--- src/design/owd_pkg.sv ---
package owd_pkg;
   localparam int unsigned CLK_HZ          = 25_000_000;
   localparam int unsigned N_CH            = 4;
   localparam int unsigned N_PFL           = 4;
   localparam int unsigned LVL_W           = 16;
   // Default timeout as printed, 100 ms
   localparam int unsigned TMO_MS          = 100;
   localparam longint unsigned TMO_CYC     = (longint'(TMO_MS) * CLK_HZ) / 1000;
   localparam logic [31:0] TMO_DISABLE     = 32'hffff_ffff;
   localparam logic [31:0] TMO_RST         = 32'(TMO_CYC);

   localparam logic [7:0] OFF_CTRL    = 8'h00;
   localparam logic [7:0] OFF_TIMEOUT = 8'h04;
   localparam logic [7:0] OFF_STATUS  = 8'h08;
   localparam logic [7:0] OFF_MASK    = 8'h0c;
   localparam logic [7:0] OFF_MODE    = 8'h10;
   localparam logic [7:0] OFF_PFLSAFE = 8'h14;
   localparam logic [7:0] OFF_COUNT   = 8'h18;
   localparam logic [7:0] OFF_LVL0    = 8'h20;

   localparam int unsigned CTRL_ARM   = 0;
   localparam int unsigned CTRL_KICK  = 1;
   localparam int unsigned CTRL_CLEAR = 2;
   localparam int unsigned ST_TMO     = 0;
   localparam int unsigned ST_TRIG    = 1;
   localparam int unsigned ST_REFUSE  = 2;
   localparam int unsigned ST_EXP     = 3;

   localparam logic [1:0] RESP_OKAY   = 2'b00;
   localparam logic [1:0] RESP_SLVERR = 2'b10;

   typedef enum logic {MODE_NOCHANGE, MODE_VOLTAGE} owd_mode_t;
   typedef enum {S_IDLE, S_RUN, S_EXPIRED} owd_state_t;

   typedef struct packed {
      logic [LVL_W-1:0] level;
      logic             forced;
   } owd_chan_t;
endpackage : owd_pkg

--- src/design/owd_watchdog.sv ---
`timescale 1ns/1ps
`default_nettype none
module owd_watchdog
   import owd_pkg::*;
#(
   parameter logic [31:0] TIMEOUT_DEF = TMO_RST
) (
   input  wire logic                    sys_clk_i,
   input  wire logic                    rst_i,
   input  wire logic [7:0]              s_axi_awaddr,
   input  wire logic                    s_axi_awvalid,
   output logic                         s_axi_awready,
   input  wire logic [31:0]             s_axi_wdata,
   input  wire logic [3:0]              s_axi_wstrb,
   input  wire logic                    s_axi_wvalid,
   output logic                         s_axi_wready,
   output logic [1:0]                   s_axi_bresp,
   output logic                         s_axi_bvalid,
   input  wire logic                    s_axi_bready,
   input  wire logic [7:0]              s_axi_araddr,
   input  wire logic                    s_axi_arvalid,
   output logic                         s_axi_arready,
   output logic [31:0]                  s_axi_rdata,
   output logic [1:0]                   s_axi_rresp,
   output logic                         s_axi_rvalid,
   input  wire logic                    s_axi_rready,
   input  wire logic                    exp_trig_i,
   input  wire logic [N_CH-1:0][LVL_W-1:0] chan_norm_i,
   input  wire logic [N_PFL-1:0]        pfl_norm_i,
   output owd_chan_t [N_CH-1:0]         chan_o,
   output logic [N_PFL-1:0]             pfl_o,
   output logic                         expired_o,
   output logic                         irq_o
);
   owd_state_t           state_reg;
   logic [31:0]          timeout_reg;
   logic [31:0]          count_reg;
   logic [3:0]           status_reg;
   logic [3:0]           mask_reg;
   owd_mode_t            mode_reg;
   logic [N_CH-1:0]      guard_reg;
   logic [N_PFL-1:0]     pfl_safe_reg;
   logic [N_PFL-1:0]     pfl_guard_reg;
   logic [N_CH-1:0][LVL_W-1:0] lvl_reg;
   logic [2:0]           trig_sync_reg;

   // AXI write: accept address and data in any order, then respond
   logic [7:0]  aw_addr_reg;
   logic [31:0] w_data_reg;
   logic [3:0]  w_strb_reg;
   logic        aw_full_reg;
   logic        w_full_reg;
   assign s_axi_awready = !aw_full_reg && !s_axi_bvalid;
   assign s_axi_wready  = !w_full_reg && !s_axi_bvalid;
   wire aw_take = s_axi_awvalid && s_axi_awready;
   wire w_take  = s_axi_wvalid && s_axi_wready;
   wire [7:0]  wr_addr = aw_full_reg ? aw_addr_reg : s_axi_awaddr;
   wire [31:0] wr_data = w_full_reg ? w_data_reg : s_axi_wdata;
   wire [3:0]  wr_strb = w_full_reg ? w_strb_reg : s_axi_wstrb;
   wire wr_fire = (aw_full_reg || aw_take) && (w_full_reg || w_take);
   wire full_word = (wr_strb == 4'hf);
   wire lvl_hit = (wr_addr >= OFF_LVL0) && (wr_addr < 8'(OFF_LVL0 + 4 * N_CH))
                  && (wr_addr[1:0] == 2'b00);
   wire [7:0] lvl_idx = 8'((wr_addr - OFF_LVL0) >> 2);
   wire wr_known = (wr_addr == OFF_CTRL) || (wr_addr == OFF_TIMEOUT)
                   || (wr_addr == OFF_STATUS) || (wr_addr == OFF_MASK)
                   || (wr_addr == OFF_MODE) || (wr_addr == OFF_PFLSAFE) || lvl_hit;
   wire expired = (state_reg == S_EXPIRED);
   // Configuration writes while expired are refused, and so are CTRL arm/kick without clear; STATUS/MASK and other CTRL writes pass
   wire cfg_addr = (wr_addr == OFF_TIMEOUT) || (wr_addr == OFF_MODE)
                   || (wr_addr == OFF_PFLSAFE) || lvl_hit;
   wire wr_ok = wr_fire && wr_known && full_word;
   wire ctrl_wr = wr_ok && (wr_addr == OFF_CTRL);
   wire clear_cmd = ctrl_wr && wr_data[CTRL_CLEAR];
   wire arm_cmd   = ctrl_wr && wr_data[CTRL_ARM];
   wire kick_cmd  = ctrl_wr && wr_data[CTRL_KICK];
   wire refused = wr_ok && expired && !clear_cmd
                  && (cfg_addr || arm_cmd || kick_cmd);
   wire cfg_wr = wr_ok && !expired && cfg_addr;

   always_ff @(posedge sys_clk_i or posedge rst_i) begin
      if (rst_i) begin
         aw_full_reg  <= 1'b0;
         w_full_reg   <= 1'b0;
         aw_addr_reg  <= 8'h00;
         w_data_reg   <= 32'h0000_0000;
         w_strb_reg   <= 4'h0;
         s_axi_bvalid <= 1'b0;
         s_axi_bresp  <= RESP_OKAY;
      end else begin
         if (wr_fire) begin
            aw_full_reg  <= 1'b0;
            w_full_reg   <= 1'b0;
            s_axi_bvalid <= 1'b1;
            s_axi_bresp  <= (wr_ok && !refused) ? RESP_OKAY : RESP_SLVERR;
         end else begin
            if (aw_take) aw_full_reg <= 1'b1;
            if (w_take) w_full_reg <= 1'b1;
            if (s_axi_bvalid && s_axi_bready) s_axi_bvalid <= 1'b0;
         end
         if (aw_take) aw_addr_reg <= s_axi_awaddr;
         if (w_take) begin
            w_data_reg <= s_axi_wdata;
            w_strb_reg <= s_axi_wstrb;
         end
      end
   end

   // Trigger pin: three stages, a trigger counts while stages two and three are both high
   wire trig_rise = trig_sync_reg[1] && trig_sync_reg[2];
   wire timed_out = (state_reg == S_RUN) && (timeout_reg != TMO_DISABLE)
                    && (count_reg == 32'h0000_0000);
   wire trig_exp = trig_rise && (state_reg != S_EXPIRED);

   always_ff @(posedge sys_clk_i or posedge rst_i) begin
      if (rst_i) begin
         trig_sync_reg <= 3'b000;
         state_reg     <= S_IDLE;
         count_reg     <= 32'h0000_0000;
      end else begin
         trig_sync_reg <= {trig_sync_reg[1:0], exp_trig_i};
         unique case (state_reg)
            S_IDLE: begin
               if (trig_exp) state_reg <= S_EXPIRED;
               else if (arm_cmd || kick_cmd) begin
                  state_reg <= S_RUN;
                  count_reg <= timeout_reg;
               end
            end
            S_RUN: begin
               if (trig_exp || timed_out) state_reg <= S_EXPIRED;
               else if (kick_cmd) count_reg <= timeout_reg;
               else if (timeout_reg != TMO_DISABLE) count_reg <= count_reg - 32'h1;
            end
            S_EXPIRED: begin
               if (clear_cmd) state_reg <= S_IDLE;
            end
         endcase
      end
   end

   // Status: set wins over write-one-to-clear
   wire [3:0] ev_set = {clear_cmd && expired ? 1'b0 : (trig_exp || timed_out),
                        refused, trig_exp, timed_out};
   wire st_wr = wr_ok && (wr_addr == OFF_STATUS);
   always_ff @(posedge sys_clk_i or posedge rst_i) begin
      if (rst_i) begin
         status_reg    <= 4'h0;
         mask_reg      <= 4'h0;
         timeout_reg   <= 32'h0000_0000;
         mode_reg      <= MODE_NOCHANGE;
         guard_reg     <= '0;
         pfl_safe_reg  <= '0;
         pfl_guard_reg <= '0;
         lvl_reg       <= '0;
      end else begin
         status_reg <= (status_reg & ~(st_wr ? wr_data[3:0] : 4'h0)) | ev_set;
         if (wr_ok && wr_addr == OFF_MASK) mask_reg <= wr_data[3:0];
         if (cfg_wr && wr_addr == OFF_TIMEOUT) timeout_reg <= wr_data;
         if (cfg_wr && wr_addr == OFF_MODE) begin
            mode_reg  <= owd_mode_t'(wr_data[16]);
            guard_reg <= wr_data[N_CH-1:0];
         end
         if (cfg_wr && wr_addr == OFF_PFLSAFE) begin
            pfl_safe_reg  <= wr_data[N_PFL-1:0];
            pfl_guard_reg <= wr_data[16 +: N_PFL];
         end
         if (cfg_wr && lvl_hit) lvl_reg[lvl_idx[1:0]] <= wr_data[LVL_W-1:0];
      end
   end
   // Boot flag set in reset, cleared on the first clock after reset release; timeout_reg is never loaded from it
   logic boot_reg;
   always_ff @(posedge sys_clk_i or posedge rst_i) begin
      if (rst_i) boot_reg <= 1'b1;
      else boot_reg <= 1'b0;
   end
   // (Default timeout is applied by software; TIMEOUT_DEF reads back only for a read accepted on the first edge after reset release)

   // Outputs; no notification path to function line users
   genvar gi;
   generate
      for (gi = 0; gi < N_CH; gi++) begin : g_ch
         wire force_v = expired && guard_reg[gi] && (mode_reg == MODE_VOLTAGE);
         always_ff @(posedge sys_clk_i or posedge rst_i) begin
            if (rst_i) chan_o[gi] <= '0;
            else begin
               chan_o[gi].forced <= force_v;
               chan_o[gi].level  <= force_v ? lvl_reg[gi] : chan_norm_i[gi];
            end
         end
      end
      for (gi = 0; gi < N_PFL; gi++) begin : g_pfl
         always_ff @(posedge sys_clk_i or posedge rst_i) begin
            if (rst_i) pfl_o[gi] <= 1'b0;
            else pfl_o[gi] <= (expired && pfl_guard_reg[gi]) ? pfl_safe_reg[gi]
                                                            : pfl_norm_i[gi];
         end
      end
   endgenerate

   assign expired_o = expired;
   assign irq_o = |(status_reg & mask_reg);

   // Read channel
   wire [31:0] tmo_rd = boot_reg ? TIMEOUT_DEF : timeout_reg;
   logic [31:0] rd_mux;
   wire rlvl = (s_axi_araddr >= OFF_LVL0) && (s_axi_araddr < 8'(OFF_LVL0 + 4 * N_CH));
   wire [7:0] r_idx = 8'((s_axi_araddr - OFF_LVL0) >> 2);
   always_comb begin
      rd_mux = 32'h0000_0000;
      if (rlvl) rd_mux = 32'(lvl_reg[r_idx[1:0]]);
      else if (s_axi_araddr == OFF_TIMEOUT) rd_mux = tmo_rd;
      else if (s_axi_araddr == OFF_STATUS) rd_mux = 32'(status_reg);
      else if (s_axi_araddr == OFF_MASK) rd_mux = 32'(mask_reg);
      else if (s_axi_araddr == OFF_MODE) rd_mux = {15'h0, mode_reg, 16'(guard_reg)};
      else if (s_axi_araddr == OFF_PFLSAFE)
         rd_mux = {16'(pfl_guard_reg), 16'(pfl_safe_reg)};
      else if (s_axi_araddr == OFF_COUNT) rd_mux = count_reg;
      else if (s_axi_araddr == OFF_CTRL) rd_mux = {30'h0, state_reg == S_RUN, expired};
   end
   wire r_known = rlvl || s_axi_araddr == OFF_TIMEOUT || s_axi_araddr == OFF_STATUS
                  || s_axi_araddr == OFF_MASK || s_axi_araddr == OFF_MODE
                  || s_axi_araddr == OFF_PFLSAFE || s_axi_araddr == OFF_COUNT
                  || s_axi_araddr == OFF_CTRL;
   assign s_axi_arready = !s_axi_rvalid;
   always_ff @(posedge sys_clk_i or posedge rst_i) begin
      if (rst_i) begin
         s_axi_rvalid <= 1'b0;
         s_axi_rdata  <= 32'h0000_0000;
         s_axi_rresp  <= RESP_OKAY;
      end else if (s_axi_arvalid && s_axi_arready) begin
         s_axi_rvalid <= 1'b1;
         s_axi_rdata  <= rd_mux;
         s_axi_rresp  <= r_known ? RESP_OKAY : RESP_SLVERR;
      end else if (s_axi_rready) s_axi_rvalid <= 1'b0;
   end

   // Channel 0 and line 0 stand for every generated copy
   AST_EXPIRE_ON_ZERO: assert property (@(posedge sys_clk_i) disable iff (rst_i)
      timed_out |=> expired) else $error("timeout did not expire");
   AST_TRIG_EXPIRES: assert property (@(posedge sys_clk_i) disable iff (rst_i)
      trig_rise && !(expired && clear_cmd) |=> expired) else $error("trigger did not expire");
   AST_NO_TMO_WHEN_DISABLED: assert property (@(posedge sys_clk_i) disable iff (rst_i)
      (state_reg == S_RUN) && (timeout_reg == TMO_DISABLE) && !trig_rise |=> !expired)
      else $error("disabled timeout fired");
   AST_HOLD_WHEN_DISABLED: assert property (@(posedge sys_clk_i) disable iff (rst_i)
      (state_reg == S_RUN) && (timeout_reg == TMO_DISABLE) && !kick_cmd |=> $stable(count_reg))
      else $error("disabled counter moved");
   AST_STAYS_EXPIRED: assert property (@(posedge sys_clk_i) disable iff (rst_i)
      expired && !clear_cmd |=> expired) else $error("expiry left without clear");
   AST_CLEAR_IDLE: assert property (@(posedge sys_clk_i) disable iff (rst_i)
      expired && clear_cmd |=> state_reg == S_IDLE) else $error("clear did not leave expiry");
   AST_ARM_LOAD: assert property (@(posedge sys_clk_i) disable iff (rst_i)
      (state_reg == S_IDLE) && (arm_cmd || kick_cmd) && !trig_exp
      |=> (state_reg == S_RUN) && (count_reg == $past(timeout_reg)))
      else $error("arm did not load counter");
   AST_RELOAD: assert property (@(posedge sys_clk_i) disable iff (rst_i)
      (state_reg == S_RUN) && kick_cmd && !timed_out && !trig_rise
      |=> count_reg == $past(timeout_reg)) else $error("restart did not reload");
   AST_COUNT_DOWN: assert property (@(posedge sys_clk_i) disable iff (rst_i)
      (state_reg == S_RUN) && (timeout_reg != TMO_DISABLE) && !kick_cmd && !timed_out
      && !trig_exp |=> count_reg == $past(count_reg) - 32'h1)
      else $error("counter did not step");
   AST_CH_FORCED: assert property (@(posedge sys_clk_i) disable iff (rst_i)
      expired && guard_reg[0] && mode_reg == MODE_VOLTAGE
      |=> chan_o[0].forced && chan_o[0].level == $past(lvl_reg[0]))
      else $error("channel not forced");
   AST_CH_UNGUARDED: assert property (@(posedge sys_clk_i) disable iff (rst_i)
      expired && !guard_reg[0] |=> !chan_o[0].forced) else $error("unguarded channel forced");
   AST_CH_NORMAL: assert property (@(posedge sys_clk_i) disable iff (rst_i)
      !rst_i && !expired |=> !chan_o[0].forced && chan_o[0].level == $past(chan_norm_i[0]))
      else $error("channel left normal path");
   AST_NOCHANGE: assert property (@(posedge sys_clk_i) disable iff (rst_i)
      mode_reg == MODE_NOCHANGE |=> !chan_o[0].forced) else $error("no-change forced");
   AST_PFL_SAFE: assert property (@(posedge sys_clk_i) disable iff (rst_i)
      expired && pfl_guard_reg[0] |=> pfl_o[0] == $past(pfl_safe_reg[0]))
      else $error("function line not safe");
   AST_PFL_NORMAL: assert property (@(posedge sys_clk_i) disable iff (rst_i)
      !rst_i && !(expired && pfl_guard_reg[0]) |=> pfl_o[0] == $past(pfl_norm_i[0]))
      else $error("function line not passed through");
   AST_REFUSE: assert property (@(posedge sys_clk_i) disable iff (rst_i)
      refused |=> s_axi_bvalid && s_axi_bresp == RESP_SLVERR && $stable(timeout_reg))
      else $error("refused op applied");
   AST_REFUSE_CFG: assert property (@(posedge sys_clk_i) disable iff (rst_i)
      refused |=> $stable(lvl_reg) && $stable(mode_reg) && $stable(guard_reg)
      && $stable(pfl_safe_reg) && $stable(pfl_guard_reg)) else $error("refused setup applied");
   AST_STRB_SLVERR: assert property (@(posedge sys_clk_i) disable iff (rst_i)
      wr_fire && !full_word |=> s_axi_bresp == RESP_SLVERR) else $error("partial write accepted");
endmodule : owd_watchdog
`default_nettype wire

--- config.mk ---
export PLATFORM = sky130hd
export DESIGN_NAME = owd_watchdog
export DESIGN_NICKNAME = d
export VERILOG_FILES = /design/src/design/owd_pkg.sv /design/src/design/owd_watchdog.sv
export SDC_FILE = /design/constraint.sdc
export NUM_CORES = 1
export LEC_CHECK = 0
export BUFFER_PORTS_ARGS = -buffer_cell sky130_fd_sc_hd__buf_2
export CORE_MARGIN = 2
export CORE_UTILIZATION = 50
export CTS_CLUSTER_SIZE = 28
export DETAILED_ROUTE_END_ITERATION = 10
export HOLD_SLACK_MARGIN = 0.1
export PLACE_DENSITY = 0.79
export SYNTH_ARGS = -nofsm -noshare
export SYNTH_HDL_FRONTEND = slang
export SYNTH_SLANG_ARGS = --single-unit
--- constraint.sdc ---
create_clock -name sys_clk_i -period 21.7 [get_ports sys_clk_i]
set_input_delay 1.085 -clock sys_clk_i [delete_from_list [all_inputs] [get_ports sys_clk_i]]
set_output_delay 1.085 -clock sys_clk_i [all_outputs]
set_load 0.02 [all_outputs]
==> flow_summary.yaml <==
routing:
  antenna_violating_nets_left: 0
  vias_per_cell: 5.89
  detail_route.wirelength_um: 38100
  wl_per_cell_um: 20.1
  route.detailed.drc: 0
  num_vias: 11168
  drt-initial-drc-count: 989
  drt_pass1_iterations: 9
timing:
  max_freq_ghz: 0.211
  rsz0062_at_grt: "false"
  hold-worst-slack_ns: 0.346
  final.setup_skew_ns: 0.0339
  min_period_ns: 4.74
  timing_max_transition_violations_final: 0
  setup_viol_count_final: 0
  finalWorstSetupSlack_ns: 16.96
  finalCritPeriodShare: 0.218
  final_layout_setup_total_negative_slack_ns: 0
  max_slew_margin: 0.147
  timing.final.hold_violations: 0
  worst_slew_pin_slew_ns: 1.28
placement:
  numPortBuffers: 240
  detailed_place_hpwl_um: 26100
  final_weighted_congestion_in_routability_driven_placement: 0.914
  place_worst_setup_slack_ns: 16.57
yosys:
  synth_top_cell_by_area: "sky130_fd_sc_hd__dfrtp_1"
  synthFlopType: "sky130_fd_sc_hd__dfrtp_1"
  synth_enable_flop_cells: 0
  synthMostInstantiatedCell: "sky130_fd_sc_hd__dfrtp_1"
  synthArstFlopShare: 1.00
  ys_ff_latch: 309
  largest_cells_by_area_after_synthesis: "sky130_fd_sc_hd__dfrtp_1 (55%), sky130_fd_sc_hd__mux2_2 (10%), sky130_fd_sc_hd__o21ai_0 (5.0%)"
  netlist.area_leader.share: 0.546
  syn-mean-instance-area_um2: 11.0
  yosys-top-cells-count: "sky130_fd_sc_hd__dfrtp_1 (308), sky130_fd_sc_hd__nand2_1 (145), sky130_fd_sc_hd__o21ai_0 (142)"
  yosysUniqueCellTypes: 64
  yosysWarningCount: 0
  seq_area_frac_synth: 0.548
  synthesis.area_um2: 14100
  postSynthCellCount: 1287
run:
  timing.max_cap.violations: 0
status:
  outcome: "finished, final reports clean"
global_route:
  initial_antenna_violation_count: 3
  grt-ovfl-total: 0
  grt_pass1_vias: 11040
  pin_count_of_the_biggest_net_entering_global_routing: 96
  grt_use_total: 0.260
  wire_length_of_the_first_global_routing_pass_um: 59500
critical_path:
  start_kind: "input pin"
  cp_data_arrival_time_ns: 5.12
  required_ns: 22.08
  r2r_slack_ns: 17.03
  endpoint_kind: "flip-flop"
  timing_worst_setup_path_type: "in -> reg"
  timing.critical_path.fanout_max: 33
floorplan:
  initial_core_util: 0.508
  die_area_um2: 29600
  io_pins: 243
  die_h_um: 172
  number_of_core_rows: 61
  floorplan.die.width_um: 172
  coreArea_um2: 27800
cells_and_area:
  final_nets: 1623
  final_core_util: 0.604
  drive_above_1_share: 0.313
  syn2layout_area_growth_pct: 18.9
  largest_register_ffs: 68
cts:
  clock_tree_from_tritoncts: "built"
  cts_sinks: 309
  cts_post_setup_buffers_inserted: 0
  post_cts_resize_count: 0
  cts_buf_count: 35
  clkLatencyLatePin_ns: 0.53
  cts_hold_buffers: 0
  clk_pin_slew_ns: 0.05
  cts_max_level: 2
  cts_root_buffer: "sky130_fd_sc_hd__clkbuf_16"
  clock_tree.buffer_depth: 3
power:
  power.total_mw: 1.81
  vdd_ir_drop_max_uv: 102
  power_leakage_nw: 7.45
  powerDensity_nw_per_um2: 108
hold_path:
  min_path_type: "reg -> reg"
[per-stage QoR]
step,cells,area (um^2)
2_1_floorplan,1289,14100
3_3_place_gp,1832,15600
3_5_place_dp,1832,15600
4_1_cts,1894,16800
5_1_grt,1896,16800
6_report,1897,16800
[kinds of logic after synthesis]
family | after synthesis | synth area share
AOI/OAI and AO/OA | 330 | 0.141
and+or+nand+nor | 344 | 0.116
adders and majority gates | 4 | 0.00355
buffers and inverters | 116 | 0.0348
DFF | 309 | 0.548
muxes | 183 | 0.156
other | 1 | 0.000266
[worst max-delay path, stage by stage]
cell                        delay [ns]
sky130_fd_sc_hd__buf_2            0.11
sky130_fd_sc_hd__or3_1            0.38
sky130_fd_sc_hd__a222oi_1         0.94
sky130_fd_sc_hd__a41o_1           0.68
sky130_fd_sc_hd__a2bb2oi_2        0.17
sky130_fd_sc_hd__buf_4            0.35
sky130_fd_sc_hd__and2_1           1.05
sky130_fd_sc_hd__mux2_4           0.35
[per-layer routing]
layer,global-route usage,up-vias,share of wire
met5,0,-,0
met4,0.105,0,0.035
met3,0.0531,88,0.069
met2,0.434,456,0.50
met1,0.333,5518,0.40
li1,-,5106,-
[area by class of cell]
class / instances / area, um^2
flip-flops and latches: 309 / 7730
diodes: 3 / 7.51
clock inverters: 13 / 166
fillers: 2276 / 11000
repair buffers: 255 / 1310
inverters: 26 / 105
clock buffers: 49 / 1030
well taps: 378 / 473
multi-input cells: 864 / 5940
[layout by cell type (no fill, tap or decap), types with 11 or more instances in the layout]
cell type	count
sky130_fd_sc_hd__o21ai_0	142
sky130_fd_sc_hd__o21ai_1	23
sky130_fd_sc_hd__inv_1	25
sky130_fd_sc_hd__dfrtp_1	307
sky130_fd_sc_hd__nand3_1	26
sky130_fd_sc_hd__nand4_1	21
sky130_fd_sc_hd__nor4_1	11
sky130_fd_sc_hd__nand2_1	145
sky130_fd_sc_hd__mux2_2	126
sky130_fd_sc_hd__buf_4	15
sky130_fd_sc_hd__nor2_1	64
sky130_fd_sc_hd__clkbuf_16	35
sky130_fd_sc_hd__mux4_2	16
sky130_fd_sc_hd__buf_2	240
sky130_fd_sc_hd__a31oi_1	41
sky130_fd_sc_hd__nor3_1	11
sky130_fd_sc_hd__nand2b_1	14
sky130_fd_sc_hd__a221oi_1	15
sky130_fd_sc_hd__a21oi_1	42
sky130_fd_sc_hd__mux2i_1	38
[where the power goes]
group	leakage (nW)	internal (mW)	switching, mW
clock network	0.596	0.368	0.234
registers	3.89	0.672	0.0886
logic	2.97	0.181	0.271
total	7.45	1.22	0.593
[path summary, 6_finish.rpt]
path                                  start               end  cells past startpoint
min in group asynchronous             rst_i        chan_o[51]                      2
min reg2reg                trig_sync_reg[0]  trig_sync_reg[1]                      0
max                         s_axi_awaddr[4]      count_reg[1]                      8
min                        trig_sync_reg[0]  trig_sync_reg[1]                      0
max in group asynchronous             rst_i       lvl_reg[62]                      4
max reg2reg                     aw_full_reg      count_reg[1]                      7
(Power assumes the default switching activity.)
